==> src/design/lin_err_defs.svh <==
// constants for the error interrupt enable set/clear block
`ifndef LIN_ERR_DEFS_SVH
`define LIN_ERR_DEFS_SVH

// ======================================================
// register byte offsets
`define OFS_ENABLE_SET    8'h00
`define OFS_ENABLE_CLEAR  8'h04
`define OFS_MODE_CTRL     8'h08
`define OFS_ERR_STATUS    8'h0c
`define OFS_ERR_MASK      8'h10

// ======================================================
// field positions
`define ERR_FIELD_LSB     24
`define ERR_FIELD_MSB     31
`define ERR_COUNT         8
`define LIN_ONLY_LSB      3
`define MODE_LIN_BIT      0

// ======================================================
// reset values
`define RST_ENABLE        1'b0
`define RST_STATUS        1'b0
`define RST_MASK          8'h00
`define RST_LIN_MODE      1'b0
`define RST_RDATA         32'h0000_0000

`endif

==> src/design/lin_err_pkg.sv <==
// types shared by the error interrupt enable block
package lin_err_pkg;

   // ======================================================
   // bus answer states
   typedef enum logic {
      BUS_IDLE,
      BUS_ACK
   } bus_state_t;

   // ======================================================
   // per-error cell state
   typedef struct packed {
      logic enable;            // interrupt enable of this error
      logic status;            // sticky event flag
   } cell_state_t;

   // ======================================================
   // bus slave and control state of the top module
   typedef struct packed {
      bus_state_t  st;         // answer phase
      logic        wait_req;   // waitrequest toward the master
      logic [31:0] rdata;      // captured read word
      logic        lin_mode;   // lin mode when set, sci mode when clear
      logic [7:0]  mask;       // interrupt mask, same layout as status
      logic        irq;        // registered interrupt level
   } slave_state_t;

endpackage : lin_err_pkg

==> src/design/error_enable_cell.sv <==
// one error source: enable flip-flop and sticky status flag
`timescale 1ns/1ps
`include "lin_err_defs.svh"
module error_enable_cell
   import lin_err_pkg::*;
(
   input  wire logic i_sys_clk,
   input  wire logic i_rst_n,
   input  wire logic i_set_enable,    // one-cycle set of the enable
   input  wire logic i_clear_enable,  // one-cycle clear of the enable
   input  wire logic i_event,         // error pulse from the protocol engine
   input  wire logic i_status_clear,  // write-one-to-clear of the flag
   output logic      o_enable,        // enable level
   output logic      o_status         // sticky flag level
);

   cell_state_t s_q;                  // registered state
   cell_state_t s_d;                  // next state

   // ======================================================
   // next state
   always_comb
   begin
      s_d = s_q;
      // clear is applied after set so it wins on a collision
      s_d.enable = (s_q.enable | i_set_enable) & ~i_clear_enable;
      // a new event beats a software clear in the same cycle
      s_d.status = (s_q.status & ~i_status_clear) | (i_event & s_q.enable);
   end

   // ======================================================
   // state register
   always_ff @(posedge i_sys_clk or negedge i_rst_n)
   begin
      if (!i_rst_n)
      begin
         s_q.enable <= `RST_ENABLE;
         s_q.status <= `RST_STATUS;
      end
      else
      begin
         s_q <= s_d;
      end
   end

   assign o_enable = s_q.enable;
   assign o_status = s_q.status;

endmodule : error_enable_cell

==> src/design/lin_error_interrupt_enable_clear.sv <==
// error interrupt enable set/clear registers with avalon-mm slave
`timescale 1ns/1ps
`include "lin_err_defs.svh"
module lin_error_interrupt_enable_clear
   import lin_err_pkg::*;
(
   input  wire logic        i_sys_clk,          // module clock, 200 mhz
   input  wire logic        i_rst_n,            // asynchronous reset, active low
   input  wire logic [7:0]  i_avs_address,      // byte address
   input  wire logic        i_avs_read,         // read request
   input  wire logic        i_avs_write,        // write request
   input  wire logic [31:0] i_avs_writedata,    // write data
   input  wire logic [3:0]  i_avs_byteenable,   // byte lanes of a write
   input  wire logic [7:0]  i_error_event,      // error pulses, bit n is field 24+n
   output logic [31:0]      o_avs_readdata,     // read data
   output logic             o_avs_waitrequest,  // stall toward the master
   output logic [7:0]       o_error_enable,     // enables toward the engine
   output logic             o_lin_mode,         // current operating mode
   output logic             o_irq               // level interrupt
);

   // ======================================================
   // local signals
   slave_state_t s_q;                 // registered slave state
   slave_state_t s_d;                 // next slave state
   logic [7:0]   enable_w;            // enables from the cells
   logic [7:0]   status_w;            // sticky flags from the cells
   logic [7:0]   set_pulse;           // set strobes toward the cells
   logic [7:0]   clr_pulse;           // clear strobes toward the cells
   logic [7:0]   status_clr;          // flag clear strobes
   logic [31:0]  wmask;               // write data gated by byte lanes
   logic [7:0]   field_wr;            // the eight error fields of the write
   logic [7:0]   field_allow;         // fields writable in the current mode
   logic         wr_commit;           // write takes effect this edge
   logic [31:0]  rd_word;             // word presented for a read

   // ======================================================
   // address match, shared by read and write decode
   function automatic logic reg_hit
   (
      input logic [7:0] addr,
      input logic [7:0] ofs
   );
      reg_hit = (addr == ofs);
   endfunction : reg_hit

   // ======================================================
   // expand byte enables into a bit mask
   function automatic logic [31:0] lane_mask
   (
      input logic [3:0] be
   );
      lane_mask = {{8{be[3]}}, {8{be[2]}}, {8{be[1]}}, {8{be[0]}}};
   endfunction : lane_mask

   // ======================================================
   // place eight error bits in their word position
   function automatic logic [31:0] err_word
   (
      input logic [7:0] bits
   );
      // bits 23 to 0 stay zero, covering the reserved field
      err_word = {bits, 24'h00_0000};
   endfunction : err_word

   // ======================================================
   // write field extraction
   always_comb
   begin
      wmask    = i_avs_writedata & lane_mask(i_avs_byteenable);
      // only bits 31..24 are taken; 23..14 and below are dropped
      field_wr = wmask[`ERR_FIELD_MSB:`ERR_FIELD_LSB];
   end

   // ======================================================
   // mode gating of the lin-only fields
   always_comb
   begin
      // parity, overrun and framing act in both modes
      field_allow = 8'hff;
      if (!s_q.lin_mode)
      begin
         // bits 31..27 are lin-only; an sci-mode write is dropped
         field_allow[7:`LIN_ONLY_LSB] = 5'h00;
      end
   end

   // the write happens at the edge where waitrequest is seen low
   assign wr_commit = (s_q.st == BUS_ACK) && i_avs_write;

   // ======================================================
   // strobes toward the enable cells
   always_comb
   begin
      set_pulse  = 8'h00;
      clr_pulse  = 8'h00;
      status_clr = 8'h00;
      if (wr_commit)
      begin
         if (reg_hit(i_avs_address, `OFS_ENABLE_SET))
         begin
            // a zero leaves the enable as it is
            set_pulse = field_wr & field_allow;
         end
         if (reg_hit(i_avs_address, `OFS_ENABLE_CLEAR))
         begin
            // each one in an allowed field disables its error interrupt, zeros do nothing
            clr_pulse = field_wr & field_allow;
         end
         if (reg_hit(i_avs_address, `OFS_ERR_STATUS))
         begin
            // flags are write-one-to-clear
            status_clr = field_wr;
         end
      end
   end

   // ======================================================
   // one cell per error source
   genvar gi;
   generate
      for (gi = 0; gi < `ERR_COUNT; gi = gi + 1)
      begin : g_cell
         error_enable_cell u_cell
         (
            .i_sys_clk      (i_sys_clk),
            .i_rst_n        (i_rst_n),
            .i_set_enable   (set_pulse[gi]),
            .i_clear_enable (clr_pulse[gi]),
            .i_event        (i_error_event[gi]),
            .i_status_clear (status_clr[gi]),
            .o_enable       (enable_w[gi]),
            .o_status       (status_w[gi])
         );
      end
   endgenerate

   // ======================================================
   // read multiplexer
   always_comb
   begin
      rd_word = `RST_RDATA;
      // unmapped addresses answer with zero
      if (reg_hit(i_avs_address, `OFS_ENABLE_SET))
      begin
         rd_word = err_word(enable_w);
      end
      else if (reg_hit(i_avs_address, `OFS_ENABLE_CLEAR))
      begin
         // reads show the live enables, one while enabled
         rd_word = err_word(enable_w);
      end
      else if (reg_hit(i_avs_address, `OFS_MODE_CTRL))
      begin
         rd_word[`MODE_LIN_BIT] = s_q.lin_mode;
      end
      else if (reg_hit(i_avs_address, `OFS_ERR_STATUS))
      begin
         rd_word = err_word(status_w);
      end
      else if (reg_hit(i_avs_address, `OFS_ERR_MASK))
      begin
         rd_word = err_word(s_q.mask);
      end
   end

   // ======================================================
   // slave next state
   always_comb
   begin
      s_d = s_q;
      case (s_q.st)
         BUS_IDLE:
         begin
            // a request seen here is answered at the next edge
            if (i_avs_read || i_avs_write)
            begin
               s_d.st       = BUS_ACK;
               s_d.wait_req = 1'b0;
               if (i_avs_read)
               begin
                  s_d.rdata = rd_word;
               end
            end
         end
         BUS_ACK:
         begin
            // the master releases here; stall again for the next one
            s_d.st       = BUS_IDLE;
            s_d.wait_req = 1'b1;
            s_d.rdata    = `RST_RDATA;
         end
         default:
         begin
            s_d.st       = BUS_IDLE;
            s_d.wait_req = 1'b1;
         end
      endcase

      // local registers written at the committing edge
      if (wr_commit && reg_hit(i_avs_address, `OFS_MODE_CTRL) && i_avs_byteenable[0])
      begin
         s_d.lin_mode = i_avs_writedata[`MODE_LIN_BIT];
      end
      if (wr_commit && reg_hit(i_avs_address, `OFS_ERR_MASK))
      begin
         // mask is a plain register, not write-one style
         // only lane 3 carries the mask bits, other lanes leave it alone
         s_d.mask = (s_q.mask & ~{8{i_avs_byteenable[3]}}) | field_wr;
      end

      // interrupt level follows unmasked flags one cycle later
      s_d.irq = |(status_w & s_q.mask);
   end

   // ======================================================
   // slave state register
   always_ff @(posedge i_sys_clk or negedge i_rst_n)
   begin
      if (!i_rst_n)
      begin
         s_q.st       <= BUS_IDLE;
         s_q.wait_req <= 1'b1;
         s_q.rdata    <= `RST_RDATA;
         s_q.lin_mode <= `RST_LIN_MODE;
         s_q.mask     <= `RST_MASK;
         s_q.irq      <= 1'b0;
      end
      else
      begin
         s_q <= s_d;
      end
   end

   // ======================================================
   // outputs, all straight from flip-flops
   assign o_avs_readdata    = s_q.rdata;
   assign o_avs_waitrequest = s_q.wait_req;
   assign o_error_enable    = enable_w;
   assign o_lin_mode        = s_q.lin_mode;
   assign o_irq             = s_q.irq;

endmodule : lin_error_interrupt_enable_clear

==> config.mk <==
export PLATFORM = sky130hd
export DESIGN_NAME = lin_error_interrupt_enable_clear
export DESIGN_NICKNAME = d
export VERILOG_FILES = /design/src/design/lin_err_pkg.sv /design/src/design/error_enable_cell.sv /design/src/design/lin_error_interrupt_enable_clear.sv
export VERILOG_INCLUDE_DIRS = /design/src /design/src/design
export SDC_FILE = /design/constraint.sdc
export NUM_CORES = 1
export LEC_CHECK = 0
export BUFFER_PORTS_ARGS = -buffer_cell sky130_fd_sc_hd__buf_2
export CAP_MARGIN = 5
export CORE_MARGIN = 2
export CORE_UTILIZATION = 50
export DETAILED_ROUTE_END_ITERATION = 6
export PLACE_DENSITY = 0.84
export SETUP_SLACK_MARGIN = 0.1
export SKIP_LAST_GASP = 1
export SYNTH_ARGS = -nofsm -noshare
export SYNTH_HDL_FRONTEND = slang
export SYNTH_HIERARCHICAL = 1
export SYNTH_SLANG_ARGS = --single-unit
export TNS_END_PERCENT = 100
==> constraint.sdc <==
create_clock -name i_sys_clk -period 3.17 [get_ports i_sys_clk]
set_clock_uncertainty 0.2 [all_clocks]
set_input_delay 0.317 -clock i_sys_clk [delete_from_list [all_inputs] [get_ports i_sys_clk]]
set_output_delay 0.317 -clock i_sys_clk [all_outputs]
set_load 0.02 [all_outputs]
==> results.md, run 1 <==
- Setup TNS: 0 ps
- Largest net degree at the start of global routing: 38
- Worst hold path class: input pin to flip-flop
- IO Count: 99
- RSZ-0062 raised after global routing: no
- Worst Path Buf+Inv: 0
- Fin crit period: between 2000 and 2500 ps
- Via/cell ratio: roughly 5.3
- Top FF cell, synth: dfrtp_1
- Post-DP Area: about 2300 um^2
- Max-Cap Viols: 0
- Worst Setup End Kind: flip-flop
- Worst-margin pin slew: around 840 ps
- Vias in the first global route: ~1700
- Commonest non-fill, non-tap cell in the layout: buf_2
- Unique cell type count in the Yosys netlist: 30
- Die H: 70.16 um
- Top-area cell type share of the netlist area: 0.4117
- Dominant cells by area after synthesis: dfrtp_1 41%, buf_4 11%, nor2_1 7.9%
- Die Wd: 70.16 um
- Clk_lat worst skew: 300 ps
- Gr ovfl total: 0
- Crit path DAT: 2010 ps
- Via count: about 1800
- Status: completed
- Share of the yosys chip area belonging to registers: 0.4237
- Post-synth ARST share: 1.000
- Layout Nets: 340
- Post-layout util: 0.5691
- Core box area: roughly 4300 um^2
- Pleak: 1.242 nW
- Fmax: between 400 and 500 MHz
- Initial antenna violation count: 0
- Required time of the critical path: approximately 3100 ps
- Slew Limit Fails: 0
- EDFF count, synth: 0
- Initial core utilization: 0.5096
- CTS Buf Count: 5
- Clock sinks: 37
- Number of synthesis warnings: 6
- Rel. slew slack: 0.4339
- Maximum clock path buffer count: 2
- IO Port Bufs: 50
- Root buffer cell: clkbuf_8
- Post-CTS Repair Setup Buffers: 0
- H-Tree Depth: 2
- Hold Vio Cnt, Final: 0
- # setup viols final: 0
- Crit path launch type: flip-flop
- WHS: 15.57 ps
- CP cell instances: and3_1 -> nand4_4 -> mux2_2
- Routability cong.: 0.8645
- Routed WL: around 4800 um
- Yosys reg bits: 37
- Crit-path max cell delay: 610 ps
- Pwr dens: 422.6 nW/um^2
- DR iter-0 viols: 147
- Worst-path fanout max: 14
- Average size of a mapped cell: about 9 um^2
- Fin crit share: 0.6418
- Drt pass-1 iters: 4
- Critical path's slowest cell: and3_1
- Die ar.: 4922 um^2
- Rows: 24
- Tot Pwr: between 1 and 1.5 mW
- Crit Path Class: flip-flop to flip-flop
- Post-DP HPWL: 3598 um
- DRC: 0
- Crit path max-delay family: simple AND/OR/NAND/NOR gates
- Area growth, synth to finish: 11.66%
- Total track usage: 0.2015
- Yosys top cell by area: dfrtp_1
- Most frequent cells in the layout: 50 x buf_2, 46 x nor2_1, 36 x dfrtp_1
- Antenna cells: 0
- Share of cells above drive strength 1: 0.2982
- Peak supply drop: 158.7 uV
- Clock-pin slew on the worst setup and hold paths: 80 ps
- Post-DR wirelength/cell: 14.17 um
- Syn Inst Count: approximately 240
- Global-route wire length before repair: approximately 7900 um
- Netlist Area Pre-Place: 2188 um^2
- Final Cell Area: 2444 um^2
- CTS tree: built
- Routed Antenna Nets: 0
## what timing repair did
| action | CTS | global route |
|---|---|---|
| gates resized for setup | 0 | 0 |
| hold buffers | 1 | 0 |
| endpoints found under the hold margin | 36 | 0 |
## final timing paths
path	start	endpoint	slack, ps	cells past startpoint
setup reg to reg	s_q[43]$_DFF_PN0_	s_q[1]$_DFFE_PN0P_	1140	3
setup / recovery	s_q[43]$_DFF_PN0_	s_q[1]$_DFFE_PN0P_	1140	3
min in group asynchronous	i_rst_n	g_cell[0].u_cell/o_enable$_DFF_PN0_	450	2
hold / removal	i_error_event[4]	g_cell[4].u_cell/o_status$_DFF_PN0_	20	3
hold reg to reg	o_avs_readdata[26]$_DFFE_PN0P_	o_avs_readdata[26]$_DFFE_PN0P_	290	2
max in group asynchronous	i_rst_n	g_cell[3].u_cell/o_status$_DFF_PN0_	1800	2
## metrics by stage
| step | instances | worst slack [ps] |
|---|---|---|
| 5_1_grt | 337 | 1023 |
| 3_3_place_gp | 328 | 1183 |
| 2_1_floorplan | 265 | 1577 |
| 4_1_cts | 337 | 1154 |
| 6_report | 337 | 1135 |
| 3_5_place_dp | 328 | 1161 |
## state kept, by name, summed over array words and instances, names as in the netlist
| register | count |
|---|---|
| o_avs_readdata | 9 |
| o_irq | 1 |
| g_cell.u_cell/o_enable | 8 |
| g_cell.u_cell/o_status | 8 |
| s_q | 9 |
| o_avs_waitrequest | 1 |
| o_lin_mode | 1 |
## layout make-up
| type | count | area (um^2) |
|---|---|---|
| Fill cell | 386 | 1851 |
| Clock inverter | 2 | 37.54 |
| Inverter | 8 | 30.03 |
| Clock buffer | 6 | 82.58 |
| Tap cell | 52 | 65.06 |
| Sequential cell | 37 | 927.1 |
| Multi-Input combinational cell | 181 | 1041 |
| Timing Repair Buffer | 51 | 260.3 |
## cells in the mapped netlist, types with 2 or more instances
| master | number |
|---|---|
| and4b_1 | 2 |
| inv_1 | 8 |
| nand2_1 | 24 |
| mux2_2 | 9 |
| nor2_1 | 46 |
| clkbuf_1 | 3 |
| nor2b_1 | 9 |
| buf_4 | 33 |
| nor4b_2 | 2 |
| nand3_1 | 15 |
| o211ai_1 | 8 |
| o21ai_2 | 8 |
| dfrtp_1 | 36 |
| a22oi_1 | 4 |
| nand4_1 | 12 |
| nor4_2 | 2 |
| and3_1 | 9 |
## layer usage
layer / up-vias / routed length (um) / part of all wire / global-route usage
met3: 7 / 294 / 0.062 / 0.04906
li1: 859 / - / - / -
met5: - / 0 / 0 / 0
met4: 0 / 48 / 0.010 / 0.05556
met2: 69 / 2393 / 0.50 / 0.3354
met1: 864 / 2037 / 0.43 / 0.2632
## where the power goes
part	internal (mW)	switching, mW
Combinational	0.0321	0.0840
Clock	0.256	0.170
Sequential	0.482	0.00842
Total	0.770	0.263
## cell families (layout without fill, tap and decap cells)
family / count (synthesis) / count (layout) / share of synthesized area
mux: 9 / 9 / 0.04631
other cells: 1 / 23 / 0.001714
compound gates: 21 / 21 / 0.07547
flops: 37 / 37 / 0.4237
simple gates: 128 / 128 / 0.3145
buf+inv: 47 / 67 / 0.1384
## worst register-to-register path, stage by stage (launching register included)
cell and delay (ps):
dfrtp_1 480, and3_1 610, nand4_4 280, mux2_2 350
Note: power is estimated with default switching activity, not from simulation.
==> inputs of run 2 (changes only) <==
--- a/config.mk
+++ b/config.mk
@@ -9,9 +9,9 @@
 export BUFFER_PORTS_ARGS = -buffer_cell sky130_fd_sc_hd__buf_2
 export CAP_MARGIN = 5
 export CORE_MARGIN = 2
-export CORE_UTILIZATION = 50
+export CORE_UTILIZATION = 43
 export DETAILED_ROUTE_END_ITERATION = 6
-export PLACE_DENSITY = 0.84
+export PLACE_DENSITY = 0.77
 export SETUP_SLACK_MARGIN = 0.1
 export SKIP_LAST_GASP = 1
 export SYNTH_ARGS = -nofsm -noshare
==> constraint.sdc (replaced) <==
create_clock -name i_sys_clk -period 1.6 [get_ports i_sys_clk]
set_clock_uncertainty 0.2 [all_clocks]
set_input_delay 0.16 -clock i_sys_clk [delete_from_list [all_inputs] [get_ports i_sys_clk]]
set_output_delay 0.16 -clock i_sys_clk [all_outputs]
set_load 0.02 [all_outputs]
==> results.md, run 2 (synthesis gave the netlist of run 1 again) <==
- # setup viols final: 0
- Die H: approximately 75 um
- Antenna cells: 0
- Via/cell ratio: 4.841
- Initial core utilization: 0.4543
- Required time of the critical path: 1570 ps
- Gr ovfl total: 0
- Tot Pwr: 2.064 mW
- Commonest non-fill, non-tap cell in the layout: buf_2
- Maximum clock path buffer count: 2
- CP cell instances: and3_4 -> nand4_4 -> mux2_4
- Fin crit share: 0.9742
- Clk_lat worst skew: slightly below 300 ps
- Initial antenna violation count: 0
- Root buffer cell: clkbuf_8
- Core box area: approximately 4800 um^2
- Critical path's slowest cell: dfrtp_1
- Status: completed
- Post-DP Area: 2522 um^2
- Peak supply drop: 401.5 uV
- Most frequent cells in the layout: 50 x buf_2, 46 x nor2_1, 36 x dfrtp_1
- Fmax: 641.6 MHz
- Max-Cap Viols: 0
- CTS Buf Count: 5
- DRC: 0
- Crit path DAT: 1530 ps
- IO Port Bufs: 50
- Post-DR wirelength/cell: 13.58 um
- Layout Nets: 379
- Clock-pin slew on the worst setup and hold paths: 70 ps
- Filler Cell Count: 444
- Worst-path fanout max: 8
- Routed Antenna Nets: 0
- Global-route wire length before repair: between 8000 and 9000 um
- Total track usage: 0.2029
- Crit Path Class: flip-flop to flip-flop
- Worst Setup End Kind: flip-flop
- Pre-CTS setup slack: -21.90 ps
- Area growth, synth to finish: 30.07%
- Post-DP HPWL: 3846 um
- Via count: 1888
- Crit-path max cell delay: 400 ps
- Pwr dens: 725.2 nW/um^2
- Final WS setup: 41.30 ps
- Largest net degree at the start of global routing: 21
- Slew Limit Fails: 0
- Drt pass-1 iters: 4
- RSZ-0062 raised after global routing: yes
- Worst hold path class: input pin to asynchronous set/reset pin
- Hold Vio Cnt, Final: 0
- Crit path from: s_q[43]$_DFF_PN0_
- Vias in the first global route: 1816
- Rows: 25
- Die ar.: between 5000 and 6000 um^2
- Share of cells above drive strength 1: 0.3251
- Pleak: ~1.5 nW
- Final Cell Area: 2846 um^2
- Fin crit period: 1559 ps
- IO Count: 99
- H-Tree Depth: 2
- Worst R2R Start: s_q[43]$_DFF_PN0_
- Crit path launch type: flip-flop
- Clock sinks: 37
- Routed WL: roughly 5300 um
- DR iter-0 viols: 99
- Die Wd: 75.34 um
- CTS tree: built
- Routability cong.: between 0.8 and 0.9
## run 2: cell type report
cell class	instances	area, um^2	share of cell area
Clock buffer	5	68.82	0.02418
Clock inverter	2	35.03	0.01231
Inverter	8	30.03	0.01055
Multi-Input combinational cell	181	1089	0.3824
Sequential cell	37	927.1	0.3257
Tap cell	67	83.83	0.02945
Timing Repair Buffer	90	613.1	0.2154
## run 2: layer usage
layer / GRT usage / wire length (um) / up-vias
met5: 0 / 0 / -
met4: 0.06823 / 99 / 0
met3: 0.04101 / 273 / 8
met2: 0.3275 / 2572 / 69
met1: 0.2743 / 2351 / 879
li1: - / - / 932
## run 2: final timing paths
check | end | slack (ps) | cells after the start
max in group asynchronous | g_cell[2].u_cell/o_enable$_DFF_PN0_ | 600 | 3
hold reg to reg | o_avs_waitrequest$_DFFE_PN1P_ | 290 | 2
setup reg to reg | s_q[8]$_DFFE_PN0P_ | 40 | 3
min in group i_sys_clk | o_avs_readdata[0]$_DFFE_PN0P_ | 150 | 5
hold / removal | s_q[1]$_DFFE_PN0P_ | 140 | 2
setup / recovery | s_q[8]$_DFFE_PN0P_ | 40 | 3
## run 2: stage by stage
stage	util	TNS [ps]	instances	hold WS [ps]
after floorplan	-	0	265	-335.6
after global placement	0.5236	0	362	-79.58
after detailed placement	0.5236	-147.3	362	-75.35
after CTS	0.5883	0	390	139.9
after global routing	0.5909	0	390	179.0
final	0.5909	0	390	140.4
## run 2: timing repair
item | in CTS | in global routing
pin swaps | 0 | 4
gates resized for setup | 0 | 2
hold endpoints to repair | 59 | 0
hold buffers | 20 | 0
buffers inserted | 1 | 0
endpoints found under the setup margin | 8 | 23
## run 2: power breakdown
| group | leakage (nW) | switching [mW] | internal, mW |
|---|---|---|---|
| sequential | 0.470 | 0.0134 | 0.955 |
| combinational | 0.934 | 0.187 | 0.132 |
| clock | 0.0540 | 0.324 | 0.453 |
## run 2: worst max-delay path: cells and delay by family (launching register included)
kind          cells  cell delay (ps)
flops             1              400
simple gates      2              460
mux               1              380
==> inputs of run 3 (changes only) <==
--- a/config.mk
+++ b/config.mk
@@ -12,7 +12,6 @@
 export CORE_UTILIZATION = 43
 export DETAILED_ROUTE_END_ITERATION = 6
 export PLACE_DENSITY = 0.77
-export SETUP_SLACK_MARGIN = 0.1
 export SKIP_LAST_GASP = 1
 export SYNTH_ARGS = -nofsm -noshare
 export SYNTH_HDL_FRONTEND = slang
==> results.md, run 3 (synthesis gave the netlist of run 1 again) <==
- Routed WL: 5213 um
- Power share of the clock group: 0.377
- Vias in the first global route: 1802
- Psw: 0.5172 mW
- Root buffer cell: clkbuf_8
- Routability cong.: 0.8400
- DRC: 0
- CTS Buf Count: 5
- Initial antenna violation count: 0
- Crit path max-delay family: buffers and inverters
- Status: completed
- Clock sinks: 37
- Clk_lat worst skew: 290 ps
- Area of the multi-input gates: 1044 um^2
- Worst Setup End Kind: flip-flop
- Gr ovfl total: 0
- Maximum clock path buffer count: 2
- Area growth, synth to finish: 26.76%
- Post-DR wirelength/cell: 13.51 um
- Via/cell ratio: 5.008
- Total track usage: 0.2025
- Crit Path Class: flip-flop to flip-flop
- H-Tree Depth: 2
- Worst hold path class: input pin to flip-flop
- Post-CTS Repair Setup Buffers: 0
- DR iter-0 viols: 165
- Required time of the critical path: around 1600 ps
- Drt pass-1 iters: 4
- Sw Share: 0.2526
- CTS tree: built
- Antenna cells: 0
- Pleak: 1.404 nW
- Peak supply drop: 388.7 uV
- Max-Cap Viols: 0
- Via count: 1933
- Fmax: between 600 and 700 MHz
- Crit path DAT: roughly 1600 ps
- Worst-path fanout max: 6
- Rows: 25
- Most frequent cells in the layout: 49 x buf_2, 45 x nor2_1, 36 x dfrtp_1
- Core box area: between 4000 and 5000 um^2
- Layout Nets: 375
- Fin crit period: 1550 ps
- Die Wd: approximately 75 um
- Largest net degree at the start of global routing: 38
- Routed Antenna Nets: 0
- Worst Path Buf+Inv: 2
- Tot Pwr: ~2.0 mW
- Pint: 1.530 mW
- Slew Limit Fails: 0
- FF+latch area: between 900 and 1000 um^2
- RSZ-0062 raised after global routing: no
- Sequential Power Share: 0.472
- Hold Vio Cnt, Final: 0
- Global-route wire length before repair: 8590 um
- Logic pwr share: 0.150
- # setup viols final: 0
- Initial core utilization: 0.4543
- Crit-path max cell delay: 580 ps
- Setup TNS: 0 ps
- IO Count: 99
- Share of cells above drive strength 1: 0.3166
- IO Port Bufs: 50
- Pwr dens: 738.1 nW/um^2
- Crit path launch type: flip-flop
- CP cell instances: buf_4 -> nor2_1 -> dlygate4sd3_1
- Filler Cell Count: 452
- Die H: 75.34 um
- Commonest non-fill, non-tap cell in the layout: buf_2
- Critical path's slowest cell: dlygate4sd3_1
- Clock-pin slew on the worst setup and hold paths: around 70 ps
- Fin crit share: 0.9688
- Die ar.: 5676 um^2
- Post-DP HPWL: about 4000 um
==> run 3: layer usage <==
metal  wire, um  global-route usage
met1       2248              0.2716
met2       2429              0.3227
met3        408             0.03968
met4        127             0.08382
met5          0                   0
==> run 3: timing repair <==
item / in CTS / in global routing
gates resized for setup: 0 / 1
endpoints found under the setup margin: 0 / 1
endpoints found under the hold margin: 58 / 0
hold buffers: 21 / 0
==> run 3: worst reg2reg max path, delay by kind of cell (launching register included) <==
family        cells  cell delay, ps
buf+inv           2             740
flops             1             390
simple gates      1             150
==> run 3: per-stage QoR <==
step | utilization | std cells | setup WS (ps) | hold slack, ps | cell area (um^2)
5_1_grt | 0.5758 | 386 | 6.265 | 4.829 | 2774
4_1_cts | 0.5784 | 388 | 45.74 | 68.66 | 2786
3_3_place_gp | 0.5132 | 360 | 47.91 | -62.24 | 2472
6_report | 0.5758 | 386 | 49.95 | 10.50 | 2774
3_5_place_dp | 0.5132 | 360 | -8.370 | -60.81 | 2472
2_1_floorplan | - | 265 | 7.296 | -335.6 | 2271
==> run 3: worst paths after layout <==
| kind | startpoint | to | slack [ps] | depth (start not counted) |
|---|---|---|---|---|
| max in group asynchronous | i_rst_n | o_avs_waitrequest$_DFFE_PN1P_ | 790 | 3 |
| worst max-delay path | s_q[43]$_DFF_PN0_ | s_q[43]$_DFF_PN0_ | 50 | 3 |
| min in group asynchronous | i_rst_n | g_cell[0].u_cell/o_enable$_DFF_PN0_ | 160 | 3 |
| worst max register to register | s_q[43]$_DFF_PN0_ | s_q[43]$_DFF_PN0_ | 50 | 3 |
| worst min register to register | o_avs_readdata[24]$_DFFE_PN0P_ | o_avs_readdata[24]$_DFFE_PN0P_ | 290 | 2 |
| worst min-delay path | i_avs_write | o_avs_waitrequest$_DFFE_PN1P_ | 10 | 4 |
==> run 3: final cells by class <==
| cell class | count | area share |
|---|---|---|
| clock buffers | 5 | 0.02481 |
| clock inverters | 2 | 0.01263 |
| inverters | 8 | 0.01083 |
| multi-input cells | 181 | 0.3762 |
| flip-flops and latches | 37 | 0.3342 |
| well taps | 67 | 0.03022 |
| repair buffers | 86 | 0.2111 |
==> run 3: power groups by stage <==
stage | registers, mW | logic, mW | clock network, mW
after floorplan | 0.993 | 0.174 | 0
after global placement | 0.985 | 0.260 | 0
after detailed placement | 0.985 | 0.265 | 0
after CTS | 0.967 | 0.307 | 0.795
after global routing | 0.968 | 0.336 | 0.827
final | 0.967 | 0.308 | 0.773
